$ cat config.mk
export PLATFORM = sky130hd
export DESIGN_NAME = dmamb_top
export DESIGN_NICKNAME = d
export VERILOG_FILES = /design/src/core/dmamb_pkg.sv /design/src/core/dmamb_chan.sv /design/src/core/dmamb_top.sv
export VERILOG_INCLUDE_DIRS = /design/src /design/src/core
export SDC_FILE = /design/constraint.sdc
export NUM_CORES = 2
export LEC_CHECK = 0
export BUFFER_PORTS_ARGS = -buffer_cell sky130_fd_sc_hd__buf_4
export CAP_MARGIN = 25
export CORE_MARGIN = 5
export CORE_UTILIZATION = 63
export DETAILED_ROUTE_END_ITERATION = 12
export MAX_ROUTING_LAYER = met4
export PLACE_DENSITY = 0.83
export RECOVER_POWER = 25
export SLEW_MARGIN = 0
export SYNTH_ARGS = -nofsm -noshare
export SYNTH_HDL_FRONTEND = slang
export SYNTH_SLANG_ARGS = --single-unit
$ cat constraint.sdc
create_clock -name clk_sys -period 7.17 [get_ports clk_sys]
set_input_delay 0.3585 -clock clk_sys [delete_from_list [all_inputs] [get_ports clk_sys]]
set_output_delay 0.3585 -clock clk_sys [all_outputs]
set_load 0.01 [all_outputs]
$ cat src/core/dmamb_defines.svh
// Overview of operation
// - reloaded-source list mode: restore source, block irq
// - after block sample row; rows 1,5 end
// - transfer done sets irq and disables channel
// - enabled unmasked block irq stalls a non-final block until clear
// - disabled or masked block irq never stalls
// - non-final list-mode block fetches descriptor from list pointer
// - handshake select 0 hardware, 1 software
// - hardware requests routed by peripheral index fields
// - channel starts when enable and global enable
// - device acknowledges each peripheral transaction
// - contiguous mode: reload source, keep destination
// - contiguous mode: only row one ends transfer
// - channel enable readable, hardware clears at end
// - clear registers wipe raw and masked status
// - channel enable register reports each channel state
`ifndef DMAMB_DEFINES_SVH
`define DMAMB_DEFINES_SVH
// ------------------------------------------------------------
// register offsets
// ------------------------------------------------------------
`define DMAMB_OFS_SAR0 8'h00
`define DMAMB_OFS_DAR0 8'h04
`define DMAMB_OFS_LLP0 8'h08
`define DMAMB_OFS_CTL0 8'h0c
`define DMAMB_OFS_CFG0 8'h10
`define DMAMB_CH_STRIDE 8'h20
`define DMAMB_OFS_GCFG 8'h40
`define DMAMB_OFS_CHEN 8'h44
`define DMAMB_OFS_MASKBLK 8'h48
`define DMAMB_OFS_RAWTFR 8'h4c
`define DMAMB_OFS_RAWBLK 8'h50
`define DMAMB_OFS_STATTFR 8'h54
`define DMAMB_OFS_STATBLK 8'h58
`define DMAMB_OFS_CLRTFR 8'h5c
`define DMAMB_OFS_CLRBLK 8'h60
`define DMAMB_OFS_CLRSRC 8'h64
`define DMAMB_OFS_CLRDST 8'h68
`define DMAMB_OFS_CLRERR 8'h6c
// ------------------------------------------------------------
// field positions
// ------------------------------------------------------------
`define DMAMB_CTL_INT_EN 0
`define DMAMB_CTL_LLP_DST 27
`define DMAMB_CTL_LLP_SRC 28
`define DMAMB_CFG_HS_DST 10
`define DMAMB_CFG_HS_SRC 11
`define DMAMB_CFG_RELOAD_SRC 30
`define DMAMB_CFG_RELOAD_DST 31
`define DMAMB_CFG_SRC_IDX_LO 4
`define DMAMB_CFG_DST_IDX_LO 8
`define DMAMB_GCFG_EN 0
// ------------------------------------------------------------
// reset values
// ------------------------------------------------------------
`define DMAMB_RST_WORD 32'h0000_0000
`endif

$ cat src/core/dmamb_pkg.sv
package dmamb_pkg;
  // channel sequencer states, gray along idle-fetch-run-end-stall
  typedef enum logic [2:0] {
    DMAMB_IDLE = 3'b000,
    DMAMB_FETCH = 3'b001,
    DMAMB_RUN = 3'b011,
    DMAMB_BEND = 3'b010,
    DMAMB_STALL = 3'b110
  } dmamb_state_e;
  // mode rows of the multi-block table
  typedef enum logic [3:0] {
    DMAMB_ROW1 = 4'h1, DMAMB_ROW3 = 4'h3, DMAMB_ROW4 = 4'h4, DMAMB_ROW5 = 4'h5,
    DMAMB_ROW7 = 4'h7, DMAMB_ROW8 = 4'h8, DMAMB_ROWX = 4'hf
  } dmamb_row_e;
  // register port request
  typedef struct packed {
    logic wr;
    logic rd;
    logic [7:0] addr;
    logic [31:0] wdata;
  } dmamb_req_s;
  // memory read request for descriptor fetch
  typedef struct packed {
    logic valid;
    logic [31:0] addr;
  } dmamb_mem_s;
endpackage

$ cat src/core/dmamb_chan.sv
`timescale 1ns/1ps
`default_nettype none
`include "dmamb_defines.svh"
// one channel sequencer: block loop, descriptor fetch, stall
module dmamb_chan
  import dmamb_pkg::*;
#(
  parameter int BLOCK_TXNS = 4
) (
  input wire logic clk_sys,
  input wire logic rstn,
  input wire logic ce,
  input wire logic start, // enable with global enable
  input wire logic kill, // software clear of enable
  input wire logic [31:0] cfg,
  input wire logic [31:0] ctl,
  input wire logic [31:0] llp,
  input wire logic blk_unmasked,
  input wire logic blk_pending, // raw block flag
  input wire logic txn_ack, // one transaction finished
  input wire logic mem_rvalid,
  input wire logic [31:0] mem_rdata,
  output var dmamb_state_e state,
  output logic blk_done, // pulse at block end
  output logic tfr_done, // pulse at transfer end
  output logic reload_src, // restore source address
  output logic load_word, // descriptor word strobe
  output logic [1:0] word_idx,
  output dmamb_mem_s mem_req,
  output dmamb_row_e row
);
  // ------------------------------------------------------------
  // row decode
  // ------------------------------------------------------------
  // row from bits
  always_comb begin
    row = DMAMB_ROWX;
    case ({cfg[`DMAMB_CFG_RELOAD_SRC], cfg[`DMAMB_CFG_RELOAD_DST],
           ctl[`DMAMB_CTL_LLP_SRC], ctl[`DMAMB_CTL_LLP_DST], llp != 32'h0})
      5'b00000, 5'b00001: row = DMAMB_ROW1;
      5'b10000: row = DMAMB_ROW3;
      5'b11000: row = DMAMB_ROW4;
      5'b00011, 5'b00010: row = (llp == 32'h0) ? DMAMB_ROW5 : DMAMB_ROWX;
      5'b10011: row = DMAMB_ROW7;
      5'b00101: row = DMAMB_ROW8;
      default: row = DMAMB_ROWX;
    endcase
    // destination list mode with zero pointer and no source reload is last block
    if (!cfg[`DMAMB_CFG_RELOAD_SRC] && ctl[`DMAMB_CTL_LLP_DST] && llp == 32'h0) begin
      row = DMAMB_ROW5;
    end
  end
  // ------------------------------------------------------------
  // sequencer
  // ------------------------------------------------------------
  dmamb_state_e state_r, state_nxt;
  logic [7:0] cnt_r, cnt_nxt; // transactions in block
  logic [1:0] widx_r, widx_nxt; // descriptor word
  logic [31:0] ptr_r, ptr_nxt; // fetch base
  logic list_mode; // any list pointer enable
  assign list_mode = ctl[`DMAMB_CTL_LLP_DST] | ctl[`DMAMB_CTL_LLP_SRC];
  // next-state logic
  always_comb begin
    state_nxt = state_r;
    cnt_nxt = cnt_r;
    widx_nxt = widx_r;
    ptr_nxt = (state_r == DMAMB_FETCH) ? ptr_r : llp;
    blk_done = 1'b0;
    tfr_done = 1'b0;
    reload_src = 1'b0;
    load_word = 1'b0;
    mem_req = '0;
    case (state_r)
      DMAMB_IDLE: begin
        if (start) begin
          cnt_nxt = 8'h0;
          widx_nxt = 2'h0;
          state_nxt = (list_mode && llp != 32'h0) ? DMAMB_FETCH : DMAMB_RUN;
        end
      end
      DMAMB_FETCH: begin
        mem_req.valid = 1'b1;
        mem_req.addr = ptr_r + {28'h0, widx_r, 2'b00};
        if (mem_rvalid) begin
          load_word = 1'b1;
          widx_nxt = widx_r + 2'h1;
          if (widx_r == 2'h3) begin
            state_nxt = DMAMB_RUN;
          end
        end
      end
      DMAMB_RUN: begin
        if (txn_ack) begin
          cnt_nxt = cnt_r + 8'h1;
          if (cnt_r == 8'(BLOCK_TXNS - 1)) begin
            state_nxt = DMAMB_BEND;
          end
        end
      end
      DMAMB_BEND: begin
        blk_done = 1'b1;
        reload_src = cfg[`DMAMB_CFG_RELOAD_SRC];
        cnt_nxt = 8'h0;
        widx_nxt = 2'h0;
        if (row == DMAMB_ROW1 || (row == DMAMB_ROW5 && list_mode)) begin
          tfr_done = 1'b1;
          state_nxt = DMAMB_IDLE;
        end else if (ctl[`DMAMB_CTL_INT_EN] && blk_unmasked) begin
          state_nxt = DMAMB_STALL;
        end else begin
          state_nxt = list_mode ? DMAMB_FETCH : DMAMB_RUN;
        end
      end
      DMAMB_STALL: begin
        if (!blk_pending) begin
          state_nxt = list_mode ? DMAMB_FETCH : DMAMB_RUN;
        end
      end
      default: state_nxt = DMAMB_IDLE;
    endcase
    // software abort wins over everything
    if (kill) begin
      state_nxt = DMAMB_IDLE;
    end
  end
  // state registers
  always_ff @(posedge clk_sys) begin
    if (!rstn) begin
      state_r <= DMAMB_IDLE;
      cnt_r <= 8'h0;
      widx_r <= 2'h0;
      ptr_r <= 32'h0;
    end else if (ce) begin
      state_r <= state_nxt;
      cnt_r <= cnt_nxt;
      widx_r <= widx_nxt;
      ptr_r <= ptr_nxt;
    end
  end
  assign state = state_r;
  assign word_idx = widx_r;
endmodule
`default_nettype wire

$ cat src/core/dmamb_top.sv
`timescale 1ns/1ps
`default_nettype none
`include "dmamb_defines.svh"
// two-channel multi-block sequencer with register port
module dmamb_top
  import dmamb_pkg::*;
#(
  parameter int NCH = 2,
  parameter int BLOCK_TXNS = 4,
  parameter int NPER = 16
) (
  input wire logic clk_sys,
  input wire logic rstn,
  input wire logic ce,
  input wire dmamb_req_s req,
  output logic [31:0] rdata,
  output dmamb_mem_s [NCH-1:0] mem_req,
  input wire logic [NCH-1:0] mem_rvalid,
  input wire logic [31:0] mem_rdata,
  input wire logic [NPER-1:0] hw_req, // peripheral requests
  input wire logic [NCH-1:0] sw_src_req, // software source requests
  input wire logic [NCH-1:0] sw_dst_req, // software destination requests
  input wire logic [NCH-1:0] txn_done, // transaction finished on bus
  output logic [NCH-1:0] src_req_sel, // routed source request
  output logic [NCH-1:0] dst_req_sel, // routed destination request
  output logic [NPER-1:0] hw_ack, // acknowledge per peripheral
  output logic [NCH-1:0] chan_busy,
  output logic [NCH-1:0][31:0] chan_source_address,
  output logic [NCH-1:0][31:0] chan_destination_address
);
  // ------------------------------------------------------------
  // channel registers
  // ------------------------------------------------------------
  logic [NCH-1:0][31:0] sar_r, sar_nxt, sar_init_r, sar_init_nxt;
  logic [NCH-1:0][31:0] dar_r, dar_nxt, llp_r, llp_nxt;
  logic [NCH-1:0][31:0] ctl_r, ctl_nxt, cfg_r, cfg_nxt;
  logic [NCH-1:0] chen_r, chen_nxt; // channel_on_bit per channel
  logic [NCH-1:0] mask_r, mask_nxt; // block_irq_mask
  logic [NCH-1:0] rtfr_r, rtfr_nxt, rblk_r, rblk_nxt; // raw flags
  logic [NCH-1:0] rsrc_r, rsrc_nxt, rdst_r, rdst_nxt, rerr_r, rerr_nxt;
  logic gen_r, gen_nxt; // global_configuration enable
  logic [31:0] rdata_r, rdata_nxt;
  // per-channel sequencer results
  logic [NCH-1:0] blk_done, tfr_done, reload_src, load_word;
  logic [NCH-1:0][1:0] widx;
  dmamb_state_e [NCH-1:0] st;
  logic [NCH-1:0] start, kill;
  // ------------------------------------------------------------
  // channel instances and handshake routing
  // ------------------------------------------------------------
  genvar g;
  generate
    for (g = 0; g < NCH; g++) begin : g_ch
      logic [3:0] si, di;
      logic wr_en;
      assign wr_en = req.wr && req.addr == `DMAMB_OFS_CHEN;
      assign start[g] = chen_r[g] && gen_r;
      assign si = cfg_r[g][`DMAMB_CFG_SRC_IDX_LO +: 4];
      assign di = cfg_r[g][`DMAMB_CFG_DST_IDX_LO +: 4];
      assign src_req_sel[g] = cfg_r[g][`DMAMB_CFG_HS_SRC] ? sw_src_req[g] : hw_req[si];
      assign dst_req_sel[g] = cfg_r[g][`DMAMB_CFG_HS_DST] ? sw_dst_req[g] : hw_req[di];
      assign kill[g] = chen_r[g] && wr_en && !req.wdata[g] && req.wdata[g+8];
      assign chan_busy[g] = st[g] == DMAMB_RUN;
      dmamb_chan #(.BLOCK_TXNS(BLOCK_TXNS)) u_chan (
        .clk_sys(clk_sys), .rstn(rstn), .ce(ce),
        .start(start[g]), .kill(kill[g]),
        .cfg(cfg_r[g]), .ctl(ctl_r[g]), .llp(llp_r[g]),
        .blk_unmasked(mask_r[g]), .blk_pending(rblk_r[g]),
        .txn_ack(txn_done[g] && st[g] == DMAMB_RUN),
        .mem_rvalid(mem_rvalid[g]), .mem_rdata(mem_rdata),
        .state(st[g]), .blk_done(blk_done[g]), .tfr_done(tfr_done[g]),
        .reload_src(reload_src[g]), .load_word(load_word[g]),
        .word_idx(widx[g]), .mem_req(mem_req[g]), .row()
      );
    end
  endgenerate
  always_comb begin
    hw_ack = '0;
    for (int c = 0; c < NCH; c++) begin
      if (txn_done[c] && st[c] == DMAMB_RUN) begin
        if (!cfg_r[c][`DMAMB_CFG_HS_SRC]) begin
          hw_ack[cfg_r[c][`DMAMB_CFG_SRC_IDX_LO +: 4]] = 1'b1;
        end
        if (!cfg_r[c][`DMAMB_CFG_HS_DST]) begin
          hw_ack[cfg_r[c][`DMAMB_CFG_DST_IDX_LO +: 4]] = 1'b1;
        end
      end
    end
  end
  // ------------------------------------------------------------
  // register file next values
  // ------------------------------------------------------------
  always_comb begin
    logic [7:0] base;
    logic [7:0] ofs;
    base = 8'h0;
    ofs = 8'h0;
    sar_nxt = sar_r;
    sar_init_nxt = sar_init_r;
    dar_nxt = dar_r;
    llp_nxt = llp_r;
    ctl_nxt = ctl_r;
    cfg_nxt = cfg_r;
    chen_nxt = chen_r;
    mask_nxt = mask_r;
    rtfr_nxt = rtfr_r;
    rblk_nxt = rblk_r;
    rsrc_nxt = rsrc_r;
    rdst_nxt = rdst_r;
    rerr_nxt = rerr_r;
    gen_nxt = gen_r;
    rdata_nxt = 32'h0;
    for (int c = 0; c < NCH; c++) begin
      base = 8'(c) * `DMAMB_CH_STRIDE;
      ofs = req.addr - base;
      if (req.wr && req.addr >= base && req.addr < base + `DMAMB_CH_STRIDE) begin
        case (ofs)
          `DMAMB_OFS_SAR0: begin
            sar_nxt[c] = req.wdata;
            sar_init_nxt[c] = req.wdata;
          end
          `DMAMB_OFS_DAR0: dar_nxt[c] = req.wdata;
          `DMAMB_OFS_LLP0: llp_nxt[c] = req.wdata;
          `DMAMB_OFS_CTL0: ctl_nxt[c] = req.wdata;
          `DMAMB_OFS_CFG0: cfg_nxt[c] = req.wdata;
          default: ;
        endcase
      end
      if (req.rd && req.addr >= base && req.addr < base + `DMAMB_CH_STRIDE) begin
        case (ofs)
          `DMAMB_OFS_SAR0: rdata_nxt = sar_r[c];
          `DMAMB_OFS_DAR0: rdata_nxt = dar_r[c];
          `DMAMB_OFS_LLP0: rdata_nxt = llp_r[c];
          `DMAMB_OFS_CTL0: rdata_nxt = ctl_r[c];
          `DMAMB_OFS_CFG0: rdata_nxt = cfg_r[c];
          default: rdata_nxt = 32'h0;
        endcase
      end
      if (load_word[c]) begin
        case (widx[c])
          2'h0: if (ctl_r[c][`DMAMB_CTL_LLP_SRC]) sar_nxt[c] = mem_rdata;
          2'h1: if (ctl_r[c][`DMAMB_CTL_LLP_DST]) dar_nxt[c] = mem_rdata;
          2'h2: llp_nxt[c] = mem_rdata;
          default: ctl_nxt[c] = mem_rdata;
        endcase
      end
      if (reload_src[c]) begin
        sar_nxt[c] = sar_init_r[c];
      end
    end
    // global registers
    if (req.wr) begin
      case (req.addr)
        `DMAMB_OFS_GCFG: gen_nxt = req.wdata[`DMAMB_GCFG_EN];
        `DMAMB_OFS_MASKBLK: mask_nxt = req.wdata[NCH-1:0];
        // write-enable bits in the second byte (bit 8 up) gate each channel
        `DMAMB_OFS_CHEN: begin
          for (int c = 0; c < NCH; c++) begin
            if (req.wdata[c+8]) chen_nxt[c] = req.wdata[c];
          end
        end
        `DMAMB_OFS_CLRTFR: rtfr_nxt = rtfr_r & ~req.wdata[NCH-1:0];
        `DMAMB_OFS_CLRBLK: rblk_nxt = rblk_r & ~req.wdata[NCH-1:0];
        `DMAMB_OFS_CLRSRC: rsrc_nxt = rsrc_r & ~req.wdata[NCH-1:0];
        `DMAMB_OFS_CLRDST: rdst_nxt = rdst_r & ~req.wdata[NCH-1:0];
        `DMAMB_OFS_CLRERR: rerr_nxt = rerr_r & ~req.wdata[NCH-1:0];
        default: ;
      endcase
    end
    // hardware sets win over same-cycle clears
    rblk_nxt = rblk_nxt | blk_done;
    rtfr_nxt = rtfr_nxt | tfr_done;
    rsrc_nxt = rsrc_nxt | (txn_done & chan_busy);
    rdst_nxt = rdst_nxt | (txn_done & chan_busy);
    chen_nxt = chen_nxt & ~tfr_done;
    if (req.rd) begin
      case (req.addr)
        `DMAMB_OFS_GCFG: rdata_nxt = {31'h0, gen_r};
        `DMAMB_OFS_CHEN: rdata_nxt = {{(32-NCH){1'b0}}, chen_r};
        `DMAMB_OFS_MASKBLK: rdata_nxt = {{(32-NCH){1'b0}}, mask_r};
        `DMAMB_OFS_RAWTFR: rdata_nxt = {{(32-NCH){1'b0}}, rtfr_r};
        `DMAMB_OFS_RAWBLK: rdata_nxt = {{(32-NCH){1'b0}}, rblk_r};
        `DMAMB_OFS_STATTFR: rdata_nxt = {{(32-NCH){1'b0}}, rtfr_r};
        `DMAMB_OFS_STATBLK: rdata_nxt = {{(32-NCH){1'b0}}, rblk_r & mask_r};
        default: ;
      endcase
    end
  end
  // ------------------------------------------------------------
  // register file flops
  // ------------------------------------------------------------
  always_ff @(posedge clk_sys) begin
    if (!rstn) begin
      sar_r <= '0;
      sar_init_r <= '0;
      dar_r <= '0;
      llp_r <= '0;
      ctl_r <= '0;
      cfg_r <= '0;
      chen_r <= '0;
      mask_r <= '0;
      rtfr_r <= '0;
      rblk_r <= '0;
      rsrc_r <= '0;
      rdst_r <= '0;
      rerr_r <= '0;
      gen_r <= 1'b0;
      rdata_r <= `DMAMB_RST_WORD;
    end else if (ce) begin
      sar_r <= sar_nxt;
      sar_init_r <= sar_init_nxt;
      dar_r <= dar_nxt;
      llp_r <= llp_nxt;
      ctl_r <= ctl_nxt;
      cfg_r <= cfg_nxt;
      chen_r <= chen_nxt;
      mask_r <= mask_nxt;
      rtfr_r <= rtfr_nxt;
      rblk_r <= rblk_nxt;
      rsrc_r <= rsrc_nxt;
      rdst_r <= rdst_nxt;
      rerr_r <= rerr_nxt;
      gen_r <= gen_nxt;
      rdata_r <= rdata_nxt;
    end
  end
  assign rdata = rdata_r;
  assign chan_source_address = sar_r;
  assign chan_destination_address = dar_r;
endmodule
`default_nettype wire

==> summary.md <==
| Metric | Value |
|---|---|
| Worst Setup End Kind | `register` |
| Cts bufs inserted | `52` |
| Crit-path max FO | `142` |
| Pre-antenna DRT Iters | `10` |
| Core area | `42200 µm²` |
| H-tree levels | `2` |
| Critical Path AT | `5.44 ns` |
| Post-Synthesis Cells | `roughly 3.5k` |
| Post-Synth XOR/XNOR Area | `1.78%` |
| Cts hold-fix bufs | `0` |
| Largest family of logic cells by synthesized area | `compound AO/OA/AOI/OAI gates` |
| Number of synthesized flops with an enable pin | `0` |
| Residual DRC | `0` |
| Final worst-path setup slack | `2.19 ns` |
| R2R depth | `7` |
| CTS tree | `yes` |
| Setup repair bufs after CTS | `0` |
| Nets | `roughly 3.7k` |
| Routed wl met3 | `19300 µm` |
| Hold EP | `cfg_r[16]$_SDFFE_PN0P_` |
| Reg clk slew, reported paths | `0.06 ns` |
| Avg Cell Area, Syn | `7.76 µm²` |
| Cell area after synthesis | `between 20000 and 30000 µm²` |
| Initial drt markers | `between 6k and 7k` |
| HP Start | `req[16]` |
| Synth top area share | `38.1%` |
| First-pass GRT wire length | `around 170000 µm` |
| Total Wirelength | `116000 µm` |
| Die ar. | `around 47000 µm²` |
| Failing checks | `max-capacitance violations, max-slew violations` |
| Worst Setup Start Kind | `primary input` |
| Crit path time final | `4.98 ns` |
| Synth Area in Adders | `less than 1%` |
| Gr usage total | `approximately 48%` |
| Net Count, Synth | `3601` |
| Final hold vios | `0` |
| Area Overhead vs Synth | `13.5%` |
| R2R Path End | `chan_destination_address[56]$_SDFFE_PN0P_` |
| Routed length per instance | `about 28 µm` |
| CTS Buffer Depth | `3` |
| Status | `complete, but fails checks` |
| Slew Viols, Final | `73` |
| Port Buffer Count | `348` |
| Required @ worst endpoint | `7.62 ns` |
| Worst Hold Slack | `0.0711 ns` |
| Most used DFF post-synth | `dfxtp_1` |
| Largest cells by area after synthesis | `dfxtp_1 38%, a21oi_1 8.4%, nand2_1 7.7%` |
| Post_cts resized | `0` |
| FP Rows | `75` |
| HPWL Detailed | `75500 µm` |
| Total gr overflow | `0` |
| Flop-to-flop setup slack | `3.71 ns` |
| Die height | `approximately 220 µm` |
| FMAX | `0.201 GHz` |
| Max cap viols | `1` |
| Worst-margin pin slew | `between 3 and 4 ns` |
| RePlAce Congestion | `1.03` |
| Slew HR | `-148%` |
| CTS sink cnt | `515` |
| Mux share of post-synthesis cell area | `under 10%` |
| Crit Path Category | `in2reg` |
| Hold Path Class | `in2reg` |
| Vias in the first global route | `28.8k` |
| Cell Pwr Density | `208 nW/µm²` |
| Post-synthesis sequential area ratio | `38.1%` |
| FFs w/ async S/R, synth | `0%` |
| DRT met1 WL | `40400 µm` |
| Largest net degree at the start of global routing | `between 100 and 150` |
| Worst skew pair latency | `0.63 ns` |
| Sum of negative setup slack | `0 ns` |
| Layout Skew | `around 0.027 ns` |
| CTS Root Cell | `clkbuf_16` |
| Synth Area in Simple Gates | `16.5%` |
| Area leader, netlist | `dfxtp_1` |
| Hold path depth | `3` |
| Post-DRT Antenna Nets | `0` |
| Layout fillers | `3381` |
| Compound-Gate Fraction of Synth Area | `a little under a third` |
| Layout Utilization | `72.7%` |
| Highest routing layer actually used | `met4` |
| RSZ-0062 raised after global routing | `no` |
| Total I/O pin count | `349` |
| Worst ir drop on vdd | `0.000204 V` |
| Yosys reg bits | `a little over 500` |
| Initial antenna violation count | `2` |
| Share of cells above drive strength 1 | `between 10% and 20%` |
| Setup violations, final | `0` |
| Die W | `217 µm` |
| Worst r2r src | `g_ch[1].u_chan.word_idx[1]$_SDFFE_PN0P_` |
| Vias per inst | `7.44` |
| Initial core utilization | `~64%` |
| Area after DPL | `29400 µm²` |
| Final Cycle Share | `69.5%` |
| Place WS | `about 3.6 ns` |
| Vias after detailed routing | `30.7k` |
| Pleak | `10.8 nW` |
| Yosys Warn Count | `0` |
| Post-route design area | `30700 µm²` |
| DR WL met2 | `48100 µm` |
| Synth cell types | `78` |
## how the worst max path moves through the flow
stage | from | depth (start not counted) | endpoint
after global placement | req[35] | 6 | rdata[5]$_SDFFE_PN0P_
after CTS | g_ch[0].u_chan.ptr_r[9]$_SDFFE_PN0P_ | 6 | mem_req[30]
after floorplan | req[38] | 10 | rdata[10]$_SDFFE_PN0P_
final | rstn | 5 | sar_init_r[18]$_SDFFE_PN0P_
after global routing | rstn | 5 | sar_init_r[18]$_SDFFE_PN0P_
after detailed placement | req[34] | 7 | chan_destination_address[18]$_SDFFE_PN0P_
## synth_stat cells (39+ instances only)
library cell  number
dfxtp_1          515
a21oi_1          454
nand3_1           39
o22ai_1          113
buf_1             52
clkbuf_1         301
nand2_1          551
nor2_1           184
o21ai_0          307
o32ai_1           98
a22oi_1           57
mux2i_1          143
a31oi_1           74
a211o_1           65
## registers in the layout, indices dropped and copies added, names as in the netlist, 2 cells and up
name / flops
rtfr_r: 2
g_ch.u_chan.word_idx: 4
rdata: 32
cfg_r: 64
rblk_r: 2
chan_source_address: 64
mask_r: 2
llp_r: 64
ctl_r: 64
g_ch.u_chan.ptr_r: 64
sar_init_r: 64
chan_destination_address: 64
g_ch.u_chan.state: 6
g_ch.u_chan.cnt_r: 16
chen_r: 2
## per-stage QoR
step / power [mW] / cells
floorplan: 3.27 / 3482
global placement: 3.48 / 4022
detailed placement: 3.49 / 4026
CTS: 6.34 / 4121
global route: 6.50 / 4129
finish: 6.39 / 4129
## where the power goes
group | switching [mW] | leakage, nW | total, mW | internal (mW)
Sequential | 0.0414 | 4.16 | 2.93 | 2.89
Clock | 1.22 | 0.906 | 2.93 | 1.72
Combinational | 0.378 | 5.77 | 0.528 | 0.151
Total | 1.64 | 10.8 | 6.39 | 4.75
## worst max-delay path: stages
cell,delay (ns)
buf_6,0.28
inv_6,0.60
clkbuf_1,2.65
buf_4,1.09
a21oi_1,0.14
## cell families (layout without fill, tap and decap cells)
| logic type | count (synthesis) | in the layout |
|---|---|---|
| DFF | 515 | 515 |
| xor gates and xnor gates | 55 | 55 |
| AOI/OAI and AO/OA | 1316 | 1316 |
| buffers and inverters | 417 | 523 |
| muxes | 161 | 161 |
| adders and majority gates | 18 | 18 |
| and+or+nand+nor | 1000 | 1000 |
| other | 0 | 2 |
## routing by layer
metal  vias up  global-route usage, %
li1      12874                      -
met1     14271                   60.0
met2      2821                   66.8
met3       763                   17.1
met4         0                   27.0
met5         -                      -
## layout make-up
type                    instances  area, µm²  share of cell area [%]
clock inverters                19        264                   0.860
inverters                      28        110                   0.359
repair buffers                400       2530                    8.25
well taps                     539        674                    2.20
diodes                          2       5.00                  0.0163
clock buffers                  76       1550                    5.06
multi-input cells            2550      15200                    49.6
flip-flops and latches        515      10300                    33.6
## layout by cell type, fill, tap and decap left out, drive strengths merged, types with 6 or more instances in the layout
cell type  count
clkinv        14
bufinv         6
clkbuf       239
nand3         39
nor3          35
dfxtp        515
nor2         185
a21oi        454
o32ai         98
o21ai        309
nor2b         12
a22oi         57
xor2          25
and4           7
mux4          15
buf          237
nor3b          6
o2bb2ai       33
inv           27
and3          12
nand3b         7
a31oi         74
or3           20
a221o         29
nand4         35
a211oi        32
nand2b        16
nand2        551
mux2i        143
o22ai        113
ha            16
nor4          32
a211o         65
and2          16
xnor2         30
Note: power is estimated with default switching activity, not from simulation.
